$ cat src/cfg_mirror_regs.vh
// Constants for the configuration mirror: index timing, word layout,
// link status layout.
// Assumes inclusion by cfg_mirror.v only; cfg_word_store.v does not include it.
// How it works
// - Each index and its word stay on the bus for eight clocks.
// - Index walks 0 to F round robin so every word refreshes.
// - Mirror word is 32 bits, chosen by the current 4-bit index.
// - Index 0: device control high half, device control 2 low half.
// - Read request size in bits 14:12, payload in 7:5, codes 0 to 5.
// - Index 1: zero upper half, slot control lower half.
// - Index 2: primary link control high, secondary link control low.
// - Link status appears on status bits 46:31 every clock, at any index.
// - First-generation parts report bandwidth notification bit as 0.
// - Index 3: zero byte, command/status, root control low byte.
// - Indices 4 to B: secondary control, bus numbers, windows, MSI.
// - C power mgmt, D MSI-X/MSI, E CRC and map, F data and busdev.
// - Index E: CRC check enable bit 24, CRC generate enable bit 25.
// - Root-port-only fields are valid only in root port mode.
// - Link control fields mirror primary and second-gen registers.
// - Link status layout: bits 15..11 flags, 9:4 width, 3:0 speed.
`ifndef CFG_MIRROR_REGS_VH
`define CFG_MIRROR_REGS_VH

// ----------------------------------------------------------------
// Timing
// ----------------------------------------------------------------
`define HOLD_CYCLES 4'h8
`define IDX_LAST 4'hf

// ----------------------------------------------------------------
// Index codes
// ----------------------------------------------------------------
`define IDX_DEVCTL 4'h0
`define IDX_SLOT 4'h1
`define IDX_LINK 4'h2
`define IDX_CMD 4'h3
`define IDX_SEC 4'h4
`define IDX_IOBAS 4'h5
`define IDX_IOLIM 4'h6
`define IDX_MEMWIN 4'h7
`define IDX_PRBAS_LO 4'h8
`define IDX_PRBAS_HI 4'h9
`define IDX_PRLIM_LO 4'ha
`define IDX_PRLIM_HI 4'hb
`define IDX_PM 4'hc
`define IDX_MSIX 4'hd
`define IDX_CRC 4'he
`define IDX_BUSDEV 4'hf

// ----------------------------------------------------------------
// Field positions and codes
// ----------------------------------------------------------------
`define READ_REQ_HI 14
`define READ_REQ_LO 12
`define PAYLOAD_HI 7
`define PAYLOAD_LO 5
`define SIZE_CODE_MAX 3'h5
`define LINK_BW_NOTIFY_BIT 10
`define CRC_CHECK_BIT 24
`define CRC_GEN_BIT 25
`define STS_LINK_HI 46
`define STS_LINK_LO 31
`define STS_WIDTH 47

`endif

$ cat src/cfg_word_store.v
// Small register store that holds one 32-bit word per index.
// Assumes one clock, writes from same-domain logic; read data registered.
`timescale 1ns/1ps
module cfg_word_store #(
    parameter DEPTH_LOG2 = 4,
    parameter WIDTH = 32
) (
    input wire sys_clk,
    input wire wr_en,
    input wire [DEPTH_LOG2-1:0] wr_addr,
    input wire [WIDTH-1:0] wr_data,
    input wire [DEPTH_LOG2-1:0] rd_addr,
    output reg [WIDTH-1:0] rd_data
);

reg [WIDTH-1:0] mem [0:(1<<DEPTH_LOG2)-1];

// Write port and registered read port
always @(posedge sys_clk) begin
    if (wr_en) begin
        mem[wr_addr] <= wr_data;
    end
    rd_data <= mem[rd_addr];
end

endmodule

$ cat src/cfg_mirror.v
// Configuration space mirror: broadcasts sixteen 32-bit words of the
// core's configuration state, one per index, round robin.
// Assumes configuration fields come from core logic on sys_clk.
`timescale 1ns/1ps
`include "cfg_mirror_regs.vh"
module cfg_mirror #(
    parameter GEN1_ONLY = 1'b1,
    parameter ROOT_PORT = 1'b0
) (
    input wire sys_clk,
    input wire rst_b,
    input wire [15:0] function_device_control,
    input wire [15:0] device_control_second,
    input wire [15:0] slot_control,
    input wire [15:0] link_control_primary,
    input wire [15:0] link_control_secondary,
    input wire [15:0] primary_command_status,
    input wire [7:0] root_control,
    input wire [15:0] secondary_control,
    input wire [7:0] secondary_bus,
    input wire [7:0] subordinate_bus,
    input wire [63:0] msg_interrupt_address,
    input wire [19:0] io_window_base,
    input wire [19:0] io_window_limit,
    input wire [11:0] memory_window_base,
    input wire [11:0] memory_window_limit,
    input wire [43:0] prefetch_window_base,
    input wire [43:0] prefetch_window_limit,
    input wire [31:0] power_mgmt_control_status,
    input wire [15:0] msgx_interrupt_control,
    input wire [15:0] msg_interrupt_control,
    input wire crc_check_enable,
    input wire crc_generate_enable,
    input wire [23:0] class_to_channel_map,
    input wire [15:0] msg_interrupt_data,
    input wire [12:0] bus_device_number,
    input wire [15:0] link_status,
    output reg [3:0] config_mirror_index,
    output reg [31:0] config_mirror_word,
    output reg [`STS_WIDTH-1:0] config_status_vector,
    output wire [31:0] stored_word
);

// ----------------------------------------------------------------
// Helpers
// ----------------------------------------------------------------

// Clamp a size code to the legal 128..4096 byte range
function [2:0] clamp_size;
    input [2:0] code;
    begin
        if (code > `SIZE_CODE_MAX) begin
            clamp_size = `SIZE_CODE_MAX;
        end else begin
            clamp_size = code;
        end
    end
endfunction

// Blank a root-port-only field unless configured as root port
function [31:0] root_only;
    input [31:0] value;
    begin
        root_only = ROOT_PORT ? value : 32'h0000_0000;
    end
endfunction

// ----------------------------------------------------------------
// Index sequencer
// ----------------------------------------------------------------
reg [3:0] hold_count;
wire last_beat = (hold_count == `HOLD_CYCLES - 4'h1);

always @(posedge sys_clk) begin
    if (!rst_b) begin
        hold_count <= 4'h0;
        config_mirror_index <= 4'h0;
    end else if (last_beat) begin
        hold_count <= 4'h0;
        config_mirror_index <= config_mirror_index + 4'h1;
    end else begin
        hold_count <= hold_count + 4'h1;
    end
end

// ----------------------------------------------------------------
// Word assembly
// ----------------------------------------------------------------
// Root-port-only fields that share a word with always-valid fields
wire [7:0] root_ctl_m = ROOT_PORT ? root_control : 8'h00;
wire [19:0] io_base_m = ROOT_PORT ? io_window_base : 20'h00000;
wire [19:0] io_limit_m = ROOT_PORT ? io_window_limit : 20'h00000;
wire [11:0] pr_base_hi_m = ROOT_PORT ? prefetch_window_base[43:32] : 12'h000;
wire [11:0] pr_limit_hi_m =
    ROOT_PORT ? prefetch_window_limit[43:32] : 12'h000;
reg [15:0] devctl_fixed;
reg [15:0] linkctl_fixed;
reg [31:0] next_word;

always @* begin
    devctl_fixed = function_device_control;
    devctl_fixed[`READ_REQ_HI:`READ_REQ_LO] =
        clamp_size(function_device_control[`READ_REQ_HI:`READ_REQ_LO]);
    devctl_fixed[`PAYLOAD_HI:`PAYLOAD_LO] =
        clamp_size(function_device_control[`PAYLOAD_HI:`PAYLOAD_LO]);
    linkctl_fixed = link_control_primary;
    if (GEN1_ONLY) begin
        linkctl_fixed[`LINK_BW_NOTIFY_BIT] = 1'b0;
    end
end

// Word select for the index presented next
// Index selects word
always @* begin
    case (last_beat ? config_mirror_index + 4'h1 : config_mirror_index)
    `IDX_DEVCTL: next_word = {devctl_fixed, device_control_second};
    `IDX_SLOT: next_word = root_only({16'h0000, slot_control});
    `IDX_LINK: next_word = {linkctl_fixed, link_control_secondary};
    `IDX_CMD: next_word = {8'h00, primary_command_status, root_ctl_m};
    `IDX_SEC: next_word = root_only({secondary_control, secondary_bus,
        subordinate_bus});
    `IDX_IOBAS: next_word = {msg_interrupt_address[11:0], io_base_m};
    `IDX_IOLIM: next_word = {msg_interrupt_address[43:32], io_limit_m};
    `IDX_MEMWIN: next_word = root_only({8'h00, memory_window_base,
        memory_window_limit});
    `IDX_PRBAS_LO: next_word = root_only(prefetch_window_base[31:0]);
    `IDX_PRBAS_HI: next_word = {msg_interrupt_address[31:12],
        pr_base_hi_m};
    `IDX_PRLIM_LO: next_word = root_only(prefetch_window_limit[31:0]);
    `IDX_PRLIM_HI: next_word = {msg_interrupt_address[63:44],
        pr_limit_hi_m};
    `IDX_PM: next_word = power_mgmt_control_status;
    `IDX_MSIX: next_word = {msgx_interrupt_control, msg_interrupt_control};
    `IDX_CRC: next_word = {6'h00, crc_generate_enable, crc_check_enable,
        class_to_channel_map};
    default: next_word = {msg_interrupt_data, 3'h0, bus_device_number};
    endcase
end

// Register the word so it changes with the index
always @(posedge sys_clk) begin
    if (!rst_b) begin
        config_mirror_word <= 32'h0000_0000;
    end else if (last_beat) begin
        config_mirror_word <= next_word;
    end
end

// ----------------------------------------------------------------
// Status vector
// ----------------------------------------------------------------

always @(posedge sys_clk) begin
    if (!rst_b) begin
        config_status_vector <= {`STS_WIDTH{1'b0}};
    end else begin
        config_status_vector <= {`STS_WIDTH{1'b0}};
        config_status_vector[`STS_LINK_HI:`STS_LINK_LO] <= link_status;
    end
end

// ----------------------------------------------------------------
// Local copy of mirrored words
// ----------------------------------------------------------------
// Capture while stable
cfg_word_store #(
    .DEPTH_LOG2(4),
    .WIDTH(32)
) u_store (
    .sys_clk(sys_clk),
    .wr_en(rst_b && hold_count == `HOLD_CYCLES - 4'h2),
    .wr_addr(config_mirror_index),
    .wr_data(config_mirror_word),
    .rd_addr(config_mirror_index),
    .rd_data(stored_word)
);

endmodule

$ cat config.mk
export PLATFORM = sky130hd
export DESIGN_NAME = cfg_mirror
export DESIGN_NICKNAME = d
export VERILOG_FILES = /design/src/cfg_word_store.v /design/src/cfg_mirror.v
export VERILOG_INCLUDE_DIRS = /design/src
export SDC_FILE = /design/constraint.sdc
export NUM_CORES = 1
export LEC_CHECK = 0
export BUFFER_PORTS_ARGS = -buffer_cell sky130_fd_sc_hd__buf_2
export CAP_MARGIN = 40
export CORE_AREA = 2 2 288 290
export DETAILED_ROUTE_END_ITERATION = 10
export DIE_AREA = 0 0 290 292
export PLACE_DENSITY_LB_ADDON = 0.12
export SYNTH_ARGS = -nofsm -noshare
export SYNTH_HDL_FRONTEND = slang
export SYNTH_SLANG_ARGS = --single-unit
$ cat constraint.sdc
create_clock -name sys_clk -period 5.3 [get_ports sys_clk]
set_clock_uncertainty 0.15 [all_clocks]
set_input_delay 0.795 -clock sys_clk [delete_from_list [all_inputs] [get_ports sys_clk]]
set_output_delay 0.795 -clock sys_clk [all_outputs]
set_load 0.05 [all_outputs]
=== After elaboration in Yosys (flattened, before gate mapping) ===
Memories as Yosys holds them, arrays and structs flattened. A register that Yosys moved wholly into a read port is not among the register bits.
Cells that the tools add are included.

* Equal/unequal tests: 16
* $lt $le $gt $ge: 2
* Bitwise operators: 1
* Mux-type cells: 6
* Add/subtract/negate cells: 2
* Reduce and logical (&&, ||, !) cells: 4

{| class="wikitable"
|+ Operators with widths
! kind !! count
|-
| $pmux 32 s11 || 1
|-
| $eq 4x4->1 const B || 7
|-
| $eq 4x3->1 const B || 6
|-
| $add 4x1->4 const B || 2
|-
| $eq 4x2->1 const B || 2
|-
| $gt 3x3->1 const B || 2
|-
| $mux 3 || 2
|-
| $reduce_or 5->1 || 1
|-
| $eq 4x1->1 const B || 1
|-
| $logic_not 4->1 || 1
|-
| $mux 4 || 1
|-
| $mux 1 || 2
|-
| $reduce_or 2->1 || 1
|-
| $logic_and 1x1->1 || 1
|-
| $not 1->1 || 1
|}

* Bits in registers: 87
* Memories kept: 1
* Input bits: 489
* Memory bits (writable): 512
* Word-level logic and storage cells: 37

{| class="wikitable"
|+ Memory list
! memory !! words !! width !! rd ports !! clocked after Yosys merged registers in !! wr ports !! line !! RTL
|-
| u_store.mem || 16 || 32 || 1 || 1 || 1 || cfg_word_store.v:16 || <nowiki>reg [WIDTH-1:0] mem [0:(1<<DEPTH_LOG2)-1];</nowiki>
|}

=== Longest topological paths before layout ===
* Word-level depth: 5
* Depth in mapped cells: 12

=== Modules after synthesis ===
From an unflattened synthesis, not the netlist that was laid out.

* Cells, all modules: 1463
* Area total of the unflattened synthesis: 24623.6 um2

{| class="wikitable"
|+ By module, submodules not included
! module !! seq. area each (um2) !! times used !! area each (um2) !! cells each
|-
| cfg_word_store || 16015.4 || 1 || 19854.0 || 838
|-
| cfg_mirror || 1121.1 || 1 || 4769.6 || 625
|}

=== Worst setup path after synthesis ===
No wires, ideal clock.

* Path type: reg2reg
* From: register config_mirror_index[1]
* To: memory u_store.mem[1][0], enable pin
* Required time: 4689 ps
* Library setup time: 461 ps
* Cell stages (with the launch flop): 7
* Data arrival time: 3490 ps
* Setup slack: 1198 ps
* Period minus slack after synthesis: 4102 ps
* Path through: dfxtp_1 > clkbuf_1 > clkbuf_1 > inv_1 > ha_1 > nand2_1 > nor3_1

{| class="wikitable"
|+ RTL lines
! element !! line !! RTL
|-
| start: declaration || cfg_mirror.v:38 || <nowiki>output reg [3:0] config_mirror_index,</nowiki>
|-
| start signal: assignment || cfg_mirror.v:80 || <nowiki>config_mirror_index <= config_mirror_index + 4'h1;</nowiki>
|-
| end: declaration || cfg_word_store.v:16 ||
|}

Straight into the memory's write port.

=== Worst setup path in the final report ===
* From: register config_mirror_index[1]
* To: register config_mirror_word[19]

* Cells in the longest elaborated chain, start to end: 5
* Elaborated cells on any way between the ends: 19

{| class="wikitable"
|+ Ends and longest elaborated chain
! element !! line !! RTL
|-
| $add 4x1->4 || cfg_mirror.v:115 || <nowiki>case (last_beat ? config_mirror_index + 4'h1 : config_mirror_index)</nowiki>
|-
| $mux 4 (*) || n/a ||
|-
| $eq 4x4->1, or another cell as far along || n/a ||
|-
| $reduce_or 5->1 (no source line) || n/a ||
|-
| $pmux 32 s11 (*) || cfg_mirror.v:115 ||
|-
| end signal: assignment || cfg_mirror.v:145 || <nowiki>config_mirror_word <= next_word;</nowiki>
|-
| end: declaration || cfg_mirror.v:39 || <nowiki>output reg [31:0] config_mirror_word,</nowiki>
|}

Every way passes the cells marked *; elsewhere a longest branch is shown, timed or not.
A chain may end at the register's enable or synchronous reset.

==> metrics.yaml <==
status: "finished, final reports clean"
ys.flop_type: "edfxtp_1"
mostFrequentLayoutCells: "edfxtp_1, buf_2, mux4_2"
yosysSeqAreaShare: 0.706
cts_buffers: 69
r2r-start: "config_mirror_index[1]"
grt-ovfl-total: 0
clockRootBuffer: "clkbuf_16"
drc: 0
postCtsSetupBuffers: 0
hp-start: "link_status[9]"
min_path_cells: 2
port_buffers: 363
initial_core_util: 0.298
post_route_cells_drive_above_1_share: 0.405
netlist.area_leader.share: 0.633
clk_pin_slew_ns: 0.06
worst_slew_pin_slew_ns: 1.04
synth_area_leaders: "edfxtp_1, mux4_2, dfxtp_1"
synth.distinct_cells: 67
grt_max_degree: 113
firstDrtPassIters: 5
antenna_found_initial: 5
cts_resized: 0
r2r_cells: 9
synth_area_mm2: 0.0243
cp.required_ns: 5.69
netlist.top_cell.by_area: "edfxtp_1"
holdWs_ns: 0.246
dieWidth_um: 290
relSlewSlack: 0.304
drt-wirelength-per-cell_um: 29.5
setup_violations: 0
seqCellArea_mm2: 0.0171
dieHeight_um: 292
hold_class: "input port to flip-flop"
crit_fanout: 27
fin_crit_sh: 0.759
vias: 14800
cts_tree: "built"
synth-seq-cells: 600
fp.coreArea_mm2: 0.0816
rsz0062_at_grt: "no"
clock_latency_ns: 0.61
path_class: "flip-flop to flip-flop"
netlist_instances: 1340
final_nets: 2251
synth_edf_count: 512
ant_nets: 0
nFillCells: 7707
worstPathArrival_ns: 4.41
pin_count: 604
drtIter0Drc: 1059
maxCapViolCount: 0
grt_pass1_vias: 15700
startpoint_type: "flip-flop"
num_rows: 105
drt-total-wl_mm: 85.2
dp_cells: 2755
synthArstFlopShare: 0
final_common_cell: "edfxtp_1"
p_leak_uw: 0.0102
die_area_mm2: 0.0847
clk_path_buf_depth: 3
reg2reg_slack_ns: 1.28
dpl.hpwl_mm: 57.3
finalHoldViolations: 0
multi_input_area_mm2: 0.00675
stdcell_count: 2882
areaGrowthSynthToFinish_pct: 23.9
grt_usage: 0.200
powerDensity_mw_per_mm2: 338
ys_warn_count: 0
viasPerCell: 5.15
ctsHoldBuffers: 0
fmax_ghz: 0.249
tns_ns: 0
routabilityCongestion: 0.968
r2r-end: "config_mirror_word[19]"
cp-end-kind: "flip-flop"
htreeDepth: 3
syn_avg_cell_area_um2: 18.1
min_to: "config_status_vector[40]"
grt_pass1_wl_mm: 120
period_minus_slack_ns: 4.02
drv_slew: 0
cts_sinks: 600
vdd_drop_max_mv: 0.216
==> synth_stat cells, drive strengths merged, types with 3 or more instances <==
master   number
edfxtp      512
mux4        160
dfxtp        88
buf          73
nand2        73
o21ai        55
a21oi        52
clkbuf       42
nor2         42
nor3         25
a22oi        23
a221oi       21
and2         21
nand3        17
a22o         15
a211oi       10
a31oi        10
mux2i        10
ha            6
inv           6
nand4         6
o221ai        6
a221o         5
a21o          4
a32oi         4
nand4b        4
o211ai        4
a2111oi       3
a32o          3
nor2b         3
nor4          3
o22ai         3
o2bb2ai       3
o32ai         3
or3           3
xor2          3
==> power breakdown <==
group	switching, uW	internal, uW	total (uW)	leakage [uW]
clock	1890	2900	4790	0.00112
combinational	197	116	313	0.00376
sequential	10.5	5060	5070	0.00531
total	2100	8080	10200	0.0102
==> kinds of logic (layout without fill, tap and decap cells) <==
family,count (synthesis),count (layout),synth area share
buffers and inverters,121,561,0.0272
multiplexers,170,170,0.153
flip-flops,600,600,0.706
AND/OR/NAND/NOR,207,207,0.0446
other,1,33,0.000154
AO/OA/AOI/OAI,231,231,0.0651
XOR/XNOR,4,4,0.00175
adder cells (fa/ha/maj),6,6,0.00309
==> worst max-delay path, stage by stage (launching register included) <==
cell      delay [ns]
dfxtp_4         0.60
inv_1           0.15
ha_1            0.41
nand4b_1        0.18
o22ai_4         0.57
nand2_1         0.40
nor2_2          0.79
a22oi_1         0.15
a31oi_1         0.42
a21o_1          0.12
==> metrics by stage <==
step	instance area (um^2)	setup WS [ns]	power (uW)	util
6_report	30100	1.28	10200	0.369
4_1_cts	30100	1.36	10300	0.369
5_1_grt	30100	1.16	10500	0.369
3_3_place_gp	27500	1.34	5480	0.338
3_5_place_dp	27800	1.39	5490	0.340
2_1_floorplan	24400	1.20	5320	-
==> state kept, by name, indices dropped and copies added, names as in the netlist <==
register	count
config_status_vector	16
u_store.mem	512
u_store.rd_data	32
hold_count	4
config_mirror_word	32
config_mirror_index	4
==> layout make-up <==
type / instances / area share
flip-flops and latches: 600 / 0.570
diodes: 2 / 0.000166
multi-input cells: 649 / 0.224
well taps: 1070 / 0.0445
repair buffers: 430 / 0.0834
clock buffers: 98 / 0.0671
inverters: 6 / 0.000749
clock inverters: 27 / 0.00969
==> per-layer routing <==
layer  up-vias  global-route usage  share of wire
met5         -                   0              0
met4         0              0.0785          0.036
met3       121              0.0309          0.047
met2       563               0.347           0.50
met1      7868               0.252           0.41
li1       6292                   -              -
==> worst max path at each step <==
stage | from | end | depth (start not counted)
6_report | config_mirror_index[1] | config_mirror_word[19] | 9
5_1_grt | config_mirror_index[1] | config_mirror_word[19] | 9
4_1_cts | config_mirror_index[1] | config_mirror_word[8] | 9
3_5_place_dp | config_mirror_index[1] | config_mirror_word[8] | 9
3_3_place_gp | config_mirror_index[1] | config_mirror_word[8] | 9
2_1_floorplan | config_mirror_index[1] | u_store.mem[1][0] | 6
Note: power is estimated with default switching activity, not from simulation.
